### config.mk
export PLATFORM = sky130hd
export DESIGN_NAME = dtc_trigger
export DESIGN_NICKNAME = d
export VERILOG_FILES = /design/src/core/dtc_pkg.sv /design/src/core/dtc_tag_track.sv /design/src/core/dtc_fifo_count.sv /design/src/core/dtc_trigger.sv
export SDC_FILE = /design/constraint.sdc
export NUM_CORES = 1
export LEC_CHECK = 0
export ABC_CLOCK_PERIOD_IN_PS = 4200
export BUFFER_PORTS_ARGS = -buffer_cell sky130_fd_sc_hd__buf_2
export CORE_MARGIN = 8
export CORE_UTILIZATION = 48
export DETAILED_ROUTE_END_ITERATION = 12
export HOLD_SLACK_MARGIN = 0.05
export PLACE_DENSITY = 0.9
export SYNTH_ARGS = -nofsm -noshare
export SYNTH_HDL_FRONTEND = slang
export SYNTH_SLANG_ARGS = --single-unit
### constraint.sdc
create_clock -name aclk -period 4.2 [get_ports aclk]
set_input_delay 0.63 -clock aclk [delete_from_list [all_inputs] [get_ports aclk]]
set_output_delay 0.63 -clock aclk [all_outputs]
set_load 0.005 [all_outputs]
### src/core/dtc_pkg.sv
// constants, register map and bus carriers of the debug trigger and capture status block
// Behaviour
// - trigger control readable; writable only while disarmed
// - force type: comparator match triggers directly
// - tag type: trigger only when opcode executes; range modes 7 and 8 ignore it
// - bit 6 picks end or begin trace
// - event-only modes always act as begin trace
// - modes 0 to 2: A, A or B, A then B
// - mode 3 stores on B; mode 4 after A
// - modes 5, 6: address A with data B
// - mode 7 inside range, mode 8 outside range
// - modes 9 to 15 never trigger
// - A flag clears at run start, sticks on match
// - B flag clears at run start, sticks on match
// - armed flag mirrors arm control under enable
// - run ends on full begin or end trigger
// - writing arm or enable zero ends run
// - valid count clears at start, reports words
// - fifo reads never decrement the valid count
// - run status register is read only
// - low byte read advances fifo, high does not; the code advances it only while disarmed
// - enable stays zero while device is secured
package dtc_pkg;
  localparam logic [3:0] ADDR_CONTROL  = 4'h0;
  localparam logic [3:0] ADDR_TRIGGER  = 4'h4;
  localparam logic [3:0] ADDR_STATUS   = 4'h8;
  localparam logic [3:0] ADDR_FIFO_LOW = 4'hC;
  localparam logic [3:0] ADDR_FIFO_HI  = 4'h0;

  localparam int BIT_ENABLE   = 7;
  localparam int BIT_ARM      = 6;
  localparam int BIT_TYPE     = 7;
  localparam int BIT_BEGIN    = 6;
  localparam int BIT_A_FLAG   = 7;
  localparam int BIT_B_FLAG   = 6;
  localparam int BIT_ARM_FLAG = 5;

  localparam logic [7:0] TRIGGER_WRITE_MASK = 8'hCF;
  localparam logic [7:0] CONTROL_RESET      = 8'h00;
  localparam logic [7:0] TRIGGER_RESET      = 8'h00;
  localparam logic [3:0] FIFO_DEPTH         = 4'h8;
  localparam logic [3:0] COUNT_RESET        = 4'h0;

  localparam logic [1:0] RESP_OKAY   = 2'h0;
  localparam logic [1:0] RESP_SLVERR = 2'h2;

  typedef enum logic [3:0] {
    MODE_A_ONLY     = 4'h0,
    MODE_A_OR_B     = 4'h1,
    MODE_A_THEN_B   = 4'h2,
    MODE_EVENT_B    = 4'h3,
    MODE_A_EVENT_B  = 4'h4,
    MODE_A_AND_B    = 4'h5,
    MODE_A_AND_NOTB = 4'h6,
    MODE_INSIDE     = 4'h7,
    MODE_OUTSIDE    = 4'h8
  } dtc_mode_type;

  // one bus cycle seen by the comparators
  typedef struct packed {
    logic        valid;
    logic [15:0] addr;
    logic [7:0]  data;
    logic        opcode_fetch;
  } dtc_bus_type;

  typedef struct packed {
    logic [7:0] control;
    logic [7:0] trigger;
    logic [7:0] status;
  } dtc_regs_type;
endpackage

### src/core/dtc_tag_track.sv
// opcode tracking: holds a tag match until the tagged opcode executes or is discarded
`timescale 1ns/10ps
module dtc_tag_track (
  input  wire logic aclk,
  input  wire logic aresetn,
  input  wire logic clear,
  input  wire logic tag_a,
  input  wire logic tag_b,
  input  wire logic exec_valid,
  input  wire logic exec_taken,
  output logic      hit_a,
  output logic      hit_b
);
  logic pend_a;
  logic pend_b;

  // a tag waits on the fetched opcode; any execution event, taken or discarded, releases it
  always_ff @(posedge aclk) begin
    if (!aresetn || clear) begin
      pend_a <= 1'b0;
      pend_b <= 1'b0;
    end else if (exec_valid) begin
      pend_a <= tag_a;
      pend_b <= tag_b;
    end else begin
      pend_a <= pend_a | tag_a;
      pend_b <= pend_b | tag_b;
    end
  end

  assign hit_a = exec_valid & exec_taken & pend_a;
  assign hit_b = exec_valid & exec_taken & pend_b;
endmodule

### src/core/dtc_fifo_count.sv
// capture word counter: fill level of the eight word capture fifo
`timescale 1ns/10ps
module dtc_fifo_count (
  input  wire logic       aclk,
  input  wire logic       aresetn,
  input  wire logic       clear,
  input  wire logic       store,
  input  wire logic       circular,
  output logic [3:0]      count,
  output logic            full
);
  // reads of the fifo never reach this counter
  always_ff @(posedge aclk) begin
    if (!aresetn || clear) begin
      count <= dtc_pkg::COUNT_RESET;
    end else if (store && count != dtc_pkg::FIFO_DEPTH) begin
      count <= count + 4'h1;
    end
  end

  // a circular fill never reports full; it only saturates the count
  assign full = !circular && (count == dtc_pkg::FIFO_DEPTH);
endmodule

### src/core/dtc_trigger.sv
// debug trigger selection, run control and status with an axi4-lite register slave
//
// The address map and register access over AXI4-Lite were left to the implementer.
`timescale 1ns/10ps
module dtc_trigger (
  input  wire logic               aclk,
  input  wire logic               aresetn,
  input  wire logic [3:0]         s_axi_awaddr,
  input  wire logic               s_axi_awvalid,
  output logic                    s_axi_awready,
  input  wire logic [31:0]        s_axi_wdata,
  input  wire logic [3:0]         s_axi_wstrb,
  input  wire logic               s_axi_wvalid,
  output logic                    s_axi_wready,
  output logic [1:0]              s_axi_bresp,
  output logic                    s_axi_bvalid,
  input  wire logic               s_axi_bready,
  input  wire logic [3:0]         s_axi_araddr,
  input  wire logic               s_axi_arvalid,
  output logic                    s_axi_arready,
  output logic [31:0]             s_axi_rdata,
  output logic [1:0]              s_axi_rresp,
  output logic                    s_axi_rvalid,
  input  wire logic               s_axi_rready,
  input  wire dtc_pkg::dtc_bus_type bus,
  input  wire logic [15:0]        comp_a_value,
  input  wire logic [15:0]        comp_b_value,
  input  wire logic               exec_valid,
  input  wire logic               exec_taken,
  input  wire logic               secured,
  input  wire logic [15:0]        fifo_word,
  output logic                    fifo_store,
  output logic                    fifo_advance,
  output logic                    trigger_event,
  output logic                    run_active
);
  logic [7:0] control;
  logic [7:0] trigger;
  logic       flag_a;
  logic       flag_b;
  logic       armed;
  logic       seen_a;
  logic [3:0] valid_count;
  logic       fifo_full;
  logic       tag_hit_a;
  logic       tag_hit_b;

  // write channel bookkeeping
  logic        aw_held;
  logic        w_held;
  logic [3:0]  aw_addr;
  logic [31:0] w_data;
  logic [3:0]  w_strb;
  logic        do_write;
  logic        do_read;

  function automatic logic reg_mapped(input logic [3:0] addr);
    reg_mapped = (addr == dtc_pkg::ADDR_CONTROL) || (addr == dtc_pkg::ADDR_TRIGGER) ||
                 (addr == dtc_pkg::ADDR_STATUS)  || (addr == dtc_pkg::ADDR_FIFO_LOW);
  endfunction

  assign s_axi_awready = !aw_held && !s_axi_bvalid;
  assign s_axi_wready  = !w_held && !s_axi_bvalid;
  assign do_write      = aw_held && w_held && !s_axi_bvalid;

  always_ff @(posedge aclk) begin
    if (!aresetn) begin
      aw_held <= 1'b0;
      aw_addr <= 4'h0;
    end else if (s_axi_awvalid && s_axi_awready) begin
      aw_held <= 1'b1;
      aw_addr <= s_axi_awaddr;
    end else if (do_write) begin
      aw_held <= 1'b0;
    end
  end

  always_ff @(posedge aclk) begin
    if (!aresetn) begin
      w_held <= 1'b0;
      w_data <= 32'h0000_0000;
      w_strb <= 4'h0;
    end else if (s_axi_wvalid && s_axi_wready) begin
      w_held <= 1'b1;
      w_data <= s_axi_wdata;
      w_strb <= s_axi_wstrb;
    end else if (do_write) begin
      w_held <= 1'b0;
    end
  end

  always_ff @(posedge aclk) begin
    if (!aresetn) begin
      s_axi_bvalid <= 1'b0;
      s_axi_bresp  <= dtc_pkg::RESP_OKAY;
    end else if (do_write) begin
      s_axi_bvalid <= 1'b1;
      s_axi_bresp  <= reg_mapped(aw_addr) ? dtc_pkg::RESP_OKAY : dtc_pkg::RESP_SLVERR;
    end else if (s_axi_bready) begin
      s_axi_bvalid <= 1'b0;
    end
  end

  logic ctl_write;
  logic trg_write;
  assign ctl_write = do_write && aw_addr == dtc_pkg::ADDR_CONTROL && w_strb[0];
  assign trg_write = do_write && aw_addr == dtc_pkg::ADDR_TRIGGER && w_strb[0];

  // ---- trigger decode ----
  logic         match_a_addr;
  logic         match_b_addr;
  logic         match_b_data;
  logic         in_range;
  logic         raw_a;
  logic         raw_b;
  logic         use_a;
  logic         use_b;
  logic         event_only;
  logic         begin_trace;
  logic         fire;
  logic         store_evt;
  dtc_pkg::dtc_mode_type mode;

  assign mode         = dtc_pkg::dtc_mode_type'(trigger[3:0]);
  assign match_a_addr = bus.valid && bus.addr == comp_a_value;
  assign match_b_addr = bus.valid && bus.addr == comp_b_value;
  assign match_b_data = bus.valid && bus.data == comp_b_value[7:0];
  assign in_range     = bus.valid && bus.addr >= comp_a_value && bus.addr <= comp_b_value;

  // comparator B watches data in the full modes, the address otherwise
  always_comb begin
    raw_a = match_a_addr;
    raw_b = match_b_addr;
    if (mode == dtc_pkg::MODE_A_AND_B || mode == dtc_pkg::MODE_A_AND_NOTB) begin
      raw_b = match_b_data;
    end
  end

  dtc_tag_track u_tag (
    .aclk       (aclk),
    .aresetn    (aresetn),
    .clear      (!armed),
    .tag_a      (raw_a && bus.opcode_fetch),
    .tag_b      (raw_b && bus.opcode_fetch),
    .exec_valid (exec_valid),
    .exec_taken (exec_taken),
    .hit_a      (tag_hit_a),
    .hit_b      (tag_hit_b)
  );

  // tag type only passes matches whose opcode really ran
  assign use_a = trigger[dtc_pkg::BIT_TYPE] ? tag_hit_a : raw_a;
  assign use_b = trigger[dtc_pkg::BIT_TYPE] ? tag_hit_b : raw_b;

  assign event_only  = mode == dtc_pkg::MODE_EVENT_B || mode == dtc_pkg::MODE_A_EVENT_B;
  assign begin_trace = event_only || trigger[dtc_pkg::BIT_BEGIN];

  always_comb begin
    fire      = 1'b0;
    store_evt = 1'b0;
    case (mode)
      dtc_pkg::MODE_A_ONLY:     fire = use_a;
      dtc_pkg::MODE_A_OR_B:     fire = use_a || use_b;
      dtc_pkg::MODE_A_THEN_B:   fire = (seen_a || use_a) && use_b && seen_a;
      dtc_pkg::MODE_EVENT_B:    store_evt = use_b;
      dtc_pkg::MODE_A_EVENT_B:  store_evt = seen_a && use_b;
      dtc_pkg::MODE_A_AND_B:    fire = use_a && raw_b;
      dtc_pkg::MODE_A_AND_NOTB: fire = use_a && !raw_b;
      dtc_pkg::MODE_INSIDE:     fire = in_range;
      dtc_pkg::MODE_OUTSIDE:    fire = bus.valid && !in_range;
      default:                  fire = 1'b0;
    endcase
  end

  // first trigger of a begin trace opens storage
  logic storing;
  always_ff @(posedge aclk) begin
    if (!aresetn || !armed) begin
      seen_a  <= 1'b0;
      storing <= 1'b0;
    end else begin
      if (use_a) seen_a <= 1'b1;
      if (fire && begin_trace) storing <= 1'b1;
    end
  end

  assign trigger_event = armed && (fire || store_evt);
  assign fifo_store    = armed && (event_only ? store_evt
                                  : (begin_trace ? (storing || fire) : bus.valid));

  dtc_fifo_count u_count (
    .aclk     (aclk),
    .aresetn  (aresetn),
    .clear    (ctl_write && w_data[dtc_pkg::BIT_ARM] && !armed),
    .store    (fifo_store),
    .circular (!begin_trace),
    .count    (valid_count),
    .full     (fifo_full)
  );

  // ---- run control ----
  logic run_start;
  logic run_end;
  assign run_start = ctl_write && w_data[dtc_pkg::BIT_ARM] && w_data[dtc_pkg::BIT_ENABLE]
                     && !secured && !armed;
  assign run_end   = armed && ((begin_trace && fifo_full) || (!begin_trace && fire));

  always_ff @(posedge aclk) begin
    if (!aresetn) begin
      control <= dtc_pkg::CONTROL_RESET;
    end else if (ctl_write) begin
      control <= w_data[7:0];
      control[dtc_pkg::BIT_ENABLE] <= w_data[dtc_pkg::BIT_ENABLE] && !secured;
      control[dtc_pkg::BIT_ARM]    <= w_data[dtc_pkg::BIT_ARM] && w_data[dtc_pkg::BIT_ENABLE]
                                      && !secured;
    end else begin
      if (secured) control[dtc_pkg::BIT_ENABLE] <= 1'b0;
      if (run_end || secured) control[dtc_pkg::BIT_ARM] <= 1'b0;
    end
  end

  assign armed      = control[dtc_pkg::BIT_ARM] && control[dtc_pkg::BIT_ENABLE];
  assign run_active = armed;

  always_ff @(posedge aclk) begin
    if (!aresetn) begin
      trigger <= dtc_pkg::TRIGGER_RESET;
    end else if (trg_write && !armed) begin
      trigger <= w_data[7:0] & dtc_pkg::TRIGGER_WRITE_MASK;
    end
  end

  // a run only starts while disarmed and flags only set while armed, so the start clear never meets a set
  always_ff @(posedge aclk) begin
    if (!aresetn || run_start) begin
      flag_a <= 1'b0;
      flag_b <= 1'b0;
    end else if (armed) begin
      if (use_a) flag_a <= 1'b1;
      if (use_b) flag_b <= 1'b1;
    end
  end

  // ---- read channel ----
  logic [7:0] status;
  assign status = {flag_a, flag_b, armed, 1'b0, valid_count};

  assign s_axi_arready = !s_axi_rvalid;
  assign do_read       = s_axi_arvalid && s_axi_arready;
  // the fifo stays frozen while armed so reads cannot disturb capture
  assign fifo_advance  = do_read && s_axi_araddr == dtc_pkg::ADDR_FIFO_LOW && !armed;

  always_ff @(posedge aclk) begin
    if (!aresetn) begin
      s_axi_rvalid <= 1'b0;
      s_axi_rdata  <= 32'h0000_0000;
      s_axi_rresp  <= dtc_pkg::RESP_OKAY;
    end else if (do_read) begin
      s_axi_rvalid <= 1'b1;
      s_axi_rresp  <= reg_mapped(s_axi_araddr) ? dtc_pkg::RESP_OKAY : dtc_pkg::RESP_SLVERR;
      case (s_axi_araddr)
        dtc_pkg::ADDR_CONTROL:  s_axi_rdata <= {24'h000000, control};
        dtc_pkg::ADDR_TRIGGER:  s_axi_rdata <= {24'h000000, trigger};
        dtc_pkg::ADDR_STATUS:   s_axi_rdata <= {24'h000000, status};
        dtc_pkg::ADDR_FIFO_LOW: s_axi_rdata <= {16'h0000, fifo_word};
        default:                s_axi_rdata <= 32'h0000_0000;
      endcase
    end else if (s_axi_rready) begin
      s_axi_rvalid <= 1'b0;
    end
  end
endmodule

==> flow_summary.toml, run 1 <==
[worst_setup_path]
critPathArrivalTime_ns = 3.28
reg2reg_depth = 8
end_kind = "output pin"
worstSetupPathType = "in2out"
cp_max_fo = 8
timing.reg2reg.setup_slack_ns = 1.51
start_kind = "primary input"
rr_endpoint = "u_count.count[1]"
r2r_start = "trigger[2]"
worstPathRequired_ns = 3.57

[cells_and_area]
utilization_pct = 60.61
layout-drive-gt1-share_pct = 28.35
fillers = 647
antennaDiodeCount = 0
nNetsFinal = 739
area_growth_pct = 23.52

[routing]
route.detailed.drc = 0
routed_wl_um = 10870
dr.pass1.iters = 4
vias = 3688
drt_iter0_drc = 244
postRouteAntennaNets = 0
viasPerCell = 5.392
wl_per_cell_um = 15.89

[clocking]
clkLatencyLatePin_ns = 0.34
numCtsBuffers = 9
cts_setup_buffers = 0
cts_resized = 0
cts_tree = "done"
cts_htree_levels = 3
ctsLongestPathBuffers = 2
clock-root-buffer = "clkbuf_8"
cts.sinks = 59
path_clk_slew_ns = 0.07
cts_hold_buf = 0

[synth]
yosys.area.top_type_share_pct = 31.31
yosys_warnings = 0
synth.avg_cell_area_um2 = 8.364
syn_area_mm2 = 0.003772
yosys_most_used_dff = "dfxtp_1"
synth_top_area_cell = "dfxtp_1"
ys_types = 61
synthArstFlopShare_pct = 0
synth_edf_count = 0
synthTopCellsByArea = "dfxtp_1 (31%), ha_1 (11%), nor2_1 (5.8%)"
post_synth_inst_count = 451
synth_seq_cells = 59
ys_seq_area_share_pct = 31.31

[run_status]
status = "finished, final reports clean"

[sta]
finalClockSkew_ns = 0.006566
drv_slew = 0
slew_headroom_pct = 52.11
rsz0062_at_grt = "no"
hold_ws_ns = 0.4674
max_freq_ghz = 0.2557
tns_ns = 0
min_period_over_period_pct = 93.10
finalSetupViolations = 0
worst_pin_slew_ns = 0.7150
post-route-min-period_ns = 3.910
hold_viol_final = 0

[power]
ir_worst_vdd_uv = 192.4
p_comb_share_pct = 15.2
power_frac_clock_pct = 42.3
cell_internal_pwr_w = 0.001018
netSwitchingPower_w = 0.0003564
pwr-share-seq_pct = 42.5
cellPowerDensity_mw_per_mm2 = 295.1
swShare_pct = 25.92
leakage_nw = 2.265

[worst_hold_path]
hold_path.class = "reg2reg"
holdPathStages = 2
hp-start = "w_strb[0]"
hold_end = "w_strb[0]"

[placement]
dp_hpwl_um = 8690
gp_congestion = 0.8826
port_buffers = 127

[global_routing]
grt_pass1_vias = 3873
antenna_found_initial = 0
grt_pass1_wl_um = 17950
grt_max_degree = 49
overflow = 0
grt.total_usage_pct = 19.68

[floorplan]
fp-row-count = 32
fp.dieH_um = 104.7
pin_count = 173
die_area_mm2 = 0.01095
start_util_pct = 49.07
core_area_mm2 = 0.007687
die_w_um = 104.7

[run]
maxCapViolCount = 0
## layout by cell type, fill, tap and decap left out, drive strengths merged, types with 3 or more instances in the layout
cell,count
buf,130
dfxtp,59
nor2,58
inv,42
nand2,37
a21oi,36
ha,34
mux2i,18
conb,18
a22oi,16
nand3,10
clkbuf,10
nand4,9
xor2,8
o21ai,8
nor3,7
nand2b,7
mux4,6
nor2b,5
a21o,4
or4,4
a211oi,4
and3,3
and2,3
o31ai,3
nor4,3
or2,3
a21boi,3
o41ai,3
## cell type report
type                            count  area (um^2)  area share [%]
Tap cell                          102        127.6           2.739
Timing Repair Buffer              130        658.1           14.12
Clock buffer                       10        137.6           2.954
Clock inverter                      6        88.84           1.907
Inverter                           42        157.7           3.383
Sequential cell                    59         1181           25.35
Multi-Input combinational cell    335         2308           49.54
## worst max-delay path, stage by stage
cell	delay [ns]
buf_2	0.11
ha_1	0.32
nand4_1	0.13
or4_1	0.62
o41ai_2	0.27
nor4b_1	0.11
a311o_1	0.34
nor4_4	0.51
nor2_1	0.09
buf_2	0.15
## state kept, by name (all words and copies together) (netlist names)
| name | count |
|---|---|
| aw_addr | 4 |
| aw_held | 1 |
| control | 8 |
| flag_a | 1 |
| flag_b | 1 |
| s_axi_bresp | 1 |
| s_axi_bvalid | 1 |
| s_axi_rdata | 16 |
| s_axi_rresp | 1 |
| s_axi_rvalid | 1 |
| seen_a | 1 |
| storing | 1 |
| trigger | 6 |
| u_count.count | 4 |
| u_tag.pend_a | 1 |
| u_tag.pend_b | 1 |
| w_data | 8 |
| w_held | 1 |
| w_strb | 1 |
## through the flow
stage	instance area [um^2]	setup slack, ns	std cells	power, W
floorplan	3836	0.7841	468	0.0007240
global placement	4433	0.3582	668	0.0007896
detailed placement	4433	0.3275	668	0.0008034
CTS	4659	0.3155	684	0.001378
global route	4659	0.2142	684	0.001434
finish	4659	0.2896	684	0.001375
## cell families (layout without fill, tap and decap cells)
group / count (synthesis) / after routing / share of synthesized area (%)
buffers and inverters: 74 / 188 / 9.187
XOR/XNOR: 8 / 8 / 1.857
other: 1 / 18 / 0.09941
AND/OR/NAND/NOR: 161 / 161 / 21.39
multiplexers: 24 / 24 / 8.358
flip-flops: 59 / 59 / 31.31
AO/OA/AOI/OAI: 90 / 90 / 16.52
adder cells (fa/ha/maj): 34 / 34 / 11.28
## cells in the mapped netlist (8+ instances only)
| cell | number |
|---|---|
| mux2i_1 | 18 |
| nand4_1 | 8 |
| dfxtp_1 | 59 |
| buf_4 | 18 |
| inv_1 | 42 |
| nor2_1 | 58 |
| a22oi_1 | 16 |
| ha_1 | 34 |
| a21oi_1 | 35 |
| nand3_1 | 10 |
| xor2_1 | 8 |
| clkbuf_1 | 12 |
| nand2_1 | 37 |
## worst max path at each step
stage | start | endpoint | slack, ns | depth (start not counted)
2_1_floorplan | comp_a_value[13] | fifo_store | 0.78 | 9
3_3_place_gp | bus[23] | fifo_store | 0.36 | 10
3_5_place_dp | bus[23] | fifo_store | 0.33 | 10
4_1_cts | bus[23] | fifo_store | 0.32 | 10
5_1_grt | bus[23] | fifo_store | 0.21 | 10
6_report | bus[23] | fifo_store | 0.29 | 10
## layer usage
metal  wire (um)  global-route usage [%]
met5           0                       0
met2        5751                   36.16
met1        4104                   20.36
met4         312                   9.072
met3         702                   5.405
## power by group through the flow
stage	Sequential, W	Clock (W)	Combinational [W]
floorplan	0.000594	0	0.000130
global placement	0.000595	0	0.000194
detailed placement	0.000597	0	0.000206
CTS	0.000584	0.000586	0.000208
global route	0.000586	0.000611	0.000237
finish	0.000585	0.000581	0.000209
(Power assumes the default switching activity.)
==> inputs of run 2 (changes only) <==
Settings changed: ABC_CLOCK_PERIOD_IN_PS 4200 to 4030.
Clock period 4.2 ns to 4.03 ns, I/O delays scaled along.
==> run 2 against run 1 <==
  * Critical path depth did not move
  * Non-clock buffer count did not move
  * Count of clock-buffer cells in the layout rose by 1
  * Core utilization fell by 0.42 points
  * Final area fell by 0.70%
  * Die area did not move
  * Critical endpoint unchanged
  * Largest cell class unchanged
==> flow_summary.toml, run 2 (synthesis results as in run 1) <==
[power]
leakage_nw = 2.248
pwr-share-seq_pct = 46.2
power_frac_clock_pct = 37.3
cellPowerDensity_mw_per_mm2 = 285.0
p_total_w = 0.001319
cell_internal_pwr_w = 0.0009540
p_comb_share_pct = 16.5
swShare_pct = 27.66
ir_worst_vdd_uv = 174.8
netSwitchingPower_w = 0.0003648

[placement]
port_buffers = 127
dp_hpwl_um = 8592
post-place-cells = 668
gp_congestion = 0.8748

[worst_setup_path]
r2r_start = "trigger[2]"
end_kind = "output pin"
worstSetupPathType = "in2out"
cp_max_fo = 8
worstSetupEndpoint = "fifo_store"
crit_start = "bus[22]"
path_cells = "buf_2 > ha_1 > nand4_1 > or4_1 > o41ai_2 > nor4b_1 > a311o_1 > nor4_4 > nor2_1 > buf_2"
timing.reg2reg.setup_slack_ns = 1.32
crit_top_cell = "buf_2"
start_kind = "primary input"
rr_endpoint = "u_count.count[1]"
reg2reg_depth = 8
max_stage_delay_ns = 0.62
critPathSlowestCell = "or4_1"
critPathArrivalTime_ns = 3.28
worstPathRequired_ns = 3.43

[floorplan]
pin_count = 173
start_util_pct = 49.07
core_area_mm2 = 0.007687
die_area_mm2 = 0.01095
die_w_um = 104.7
fp-row-count = 32
fp.dieH_um = 104.7

[routing]
vias = 3708
viasPerCell = 5.405
dr.pass1.iters = 5
route.detailed.drc = 0
wl_per_cell_um = 15.75
drt_iter0_drc = 201
postRouteAntennaNets = 0
routed_wl_um = 10810

[clocking]
numCtsBuffers = 9
ctsLongestPathBuffers = 2
cts_htree_levels = 3
clkLatencyLatePin_ns = 0.34
cts_resized = 0
cts_hold_buf = 0
cts_setup_buffers = 0
path_clk_slew_ns = 0.06
clock-root-buffer = "clkbuf_8"
cts_tree = "done"
cts.sinks = 59

[cells_and_area]
utilization_pct = 60.19
layout-drive-gt1-share_pct = 28.35
fillers = 671
most-common-layout-cells = "buf_2 (127), dfxtp_1 (59), nor2_1 (58), inv_1 (42), nand2_1 (37)"
top_register = "s_axi_rdata"
largest_reg_flops = 16
final_common_cell = "buf_2"
finalNonFillerCells = 686
multi_input_area_mm2 = 0.002308
regArea_mm2 = 0.001181
reg.largest.list = "s_axi_rdata: 16 flops, control: 8 flops, w_data: 8 flops"
nNetsFinal = 739
area_growth_pct = 22.65

[global_routing]
overflow = 0
grt_max_degree = 49
grt_pass1_vias = 3871
antenna_found_initial = 2
grt.total_usage_pct = 18.86
grt_pass1_wl_um = 17360

[sta]
finalSetupViolations = 0
hold_viol_final = 0
rsz0062_at_grt = "no"
finalClockSkew_ns = 0.008385
tns_ns = 0
max_freq_ghz = 0.2575
drv_slew = 0
post-route-min-period_ns = 3.883
hold_ws_ns = 0.4506
slew_headroom_pct = 58.56
worst_pin_slew_ns = 0.6188
min_period_over_period_pct = 96.35

[run]
maxCapViolCount = 0

[run_status]
status = "finished, final reports clean"

[worst_hold_path]
hold_path.class = "in2reg"
==> run 2: layer usage <==
layer  wire, um  vias up  GRT usage (%)
li1           -     1801              -
met1       4107     1736          19.69
met2       5598      139          33.88
met3        730       32          5.897
met4        369        0          8.767
met5          0        -              0
==> run 2: layout make-up <==
type                            instances  share of cell area, %
Clock inverter                          5                 0.8112
Tap cell                              102                  2.758
Multi-Input combinational cell        335                  49.89
Inverter                               42                  3.407
Clock buffer                           11                  3.272
Sequential cell                        59                  25.53
Timing Repair Buffer                  130                  14.22
Antenna cell                            2                 0.1082
==> run 2: how the worst min path moves through the flow <==
stage	end	slack (ns)	startpoint	cells past startpoint
3_3_place_gp	storing	0.44	storing	2
4_1_cts	s_axi_rvalid	0.45	s_axi_rready	2
2_1_floorplan	storing	0.43	storing	2
6_report	s_axi_rvalid	0.45	s_axi_rready	2
3_5_place_dp	w_data[4]	0.45	w_data[4]	2
5_1_grt	s_axi_rvalid	0.45	s_axi_rready	2
==> run 2: power groups by stage <==
stage | combinational (W) | sequential, W | clock, W
global placement | 0.000202 | 0.000621 | 0
floorplan | 0.000135 | 0.000619 | 0
CTS | 0.000216 | 0.000609 | 0.000499
global route | 0.000247 | 0.000610 | 0.000527
detailed placement | 0.000214 | 0.000622 | 0
finish | 0.000217 | 0.000609 | 0.000492
==> run 2: worst max-delay path, delay by kind of cell <==
kind	cells	cell delay (ns)
AOI/OAI and AO/OA	2	0.61
and+or+nand+nor	5	1.51
adders and majority gates	1	0.29
buffers and inverters	2	0.27
==> run 2: metrics by stage <==
step	cell area (um^2)	worst slack [ns]
finish	4627	0.1471
global route	4627	0.03500
CTS	4622	0.1584
detailed placement	4433	0.1650
global placement	4433	0.2387
floorplan	3836	0.6651
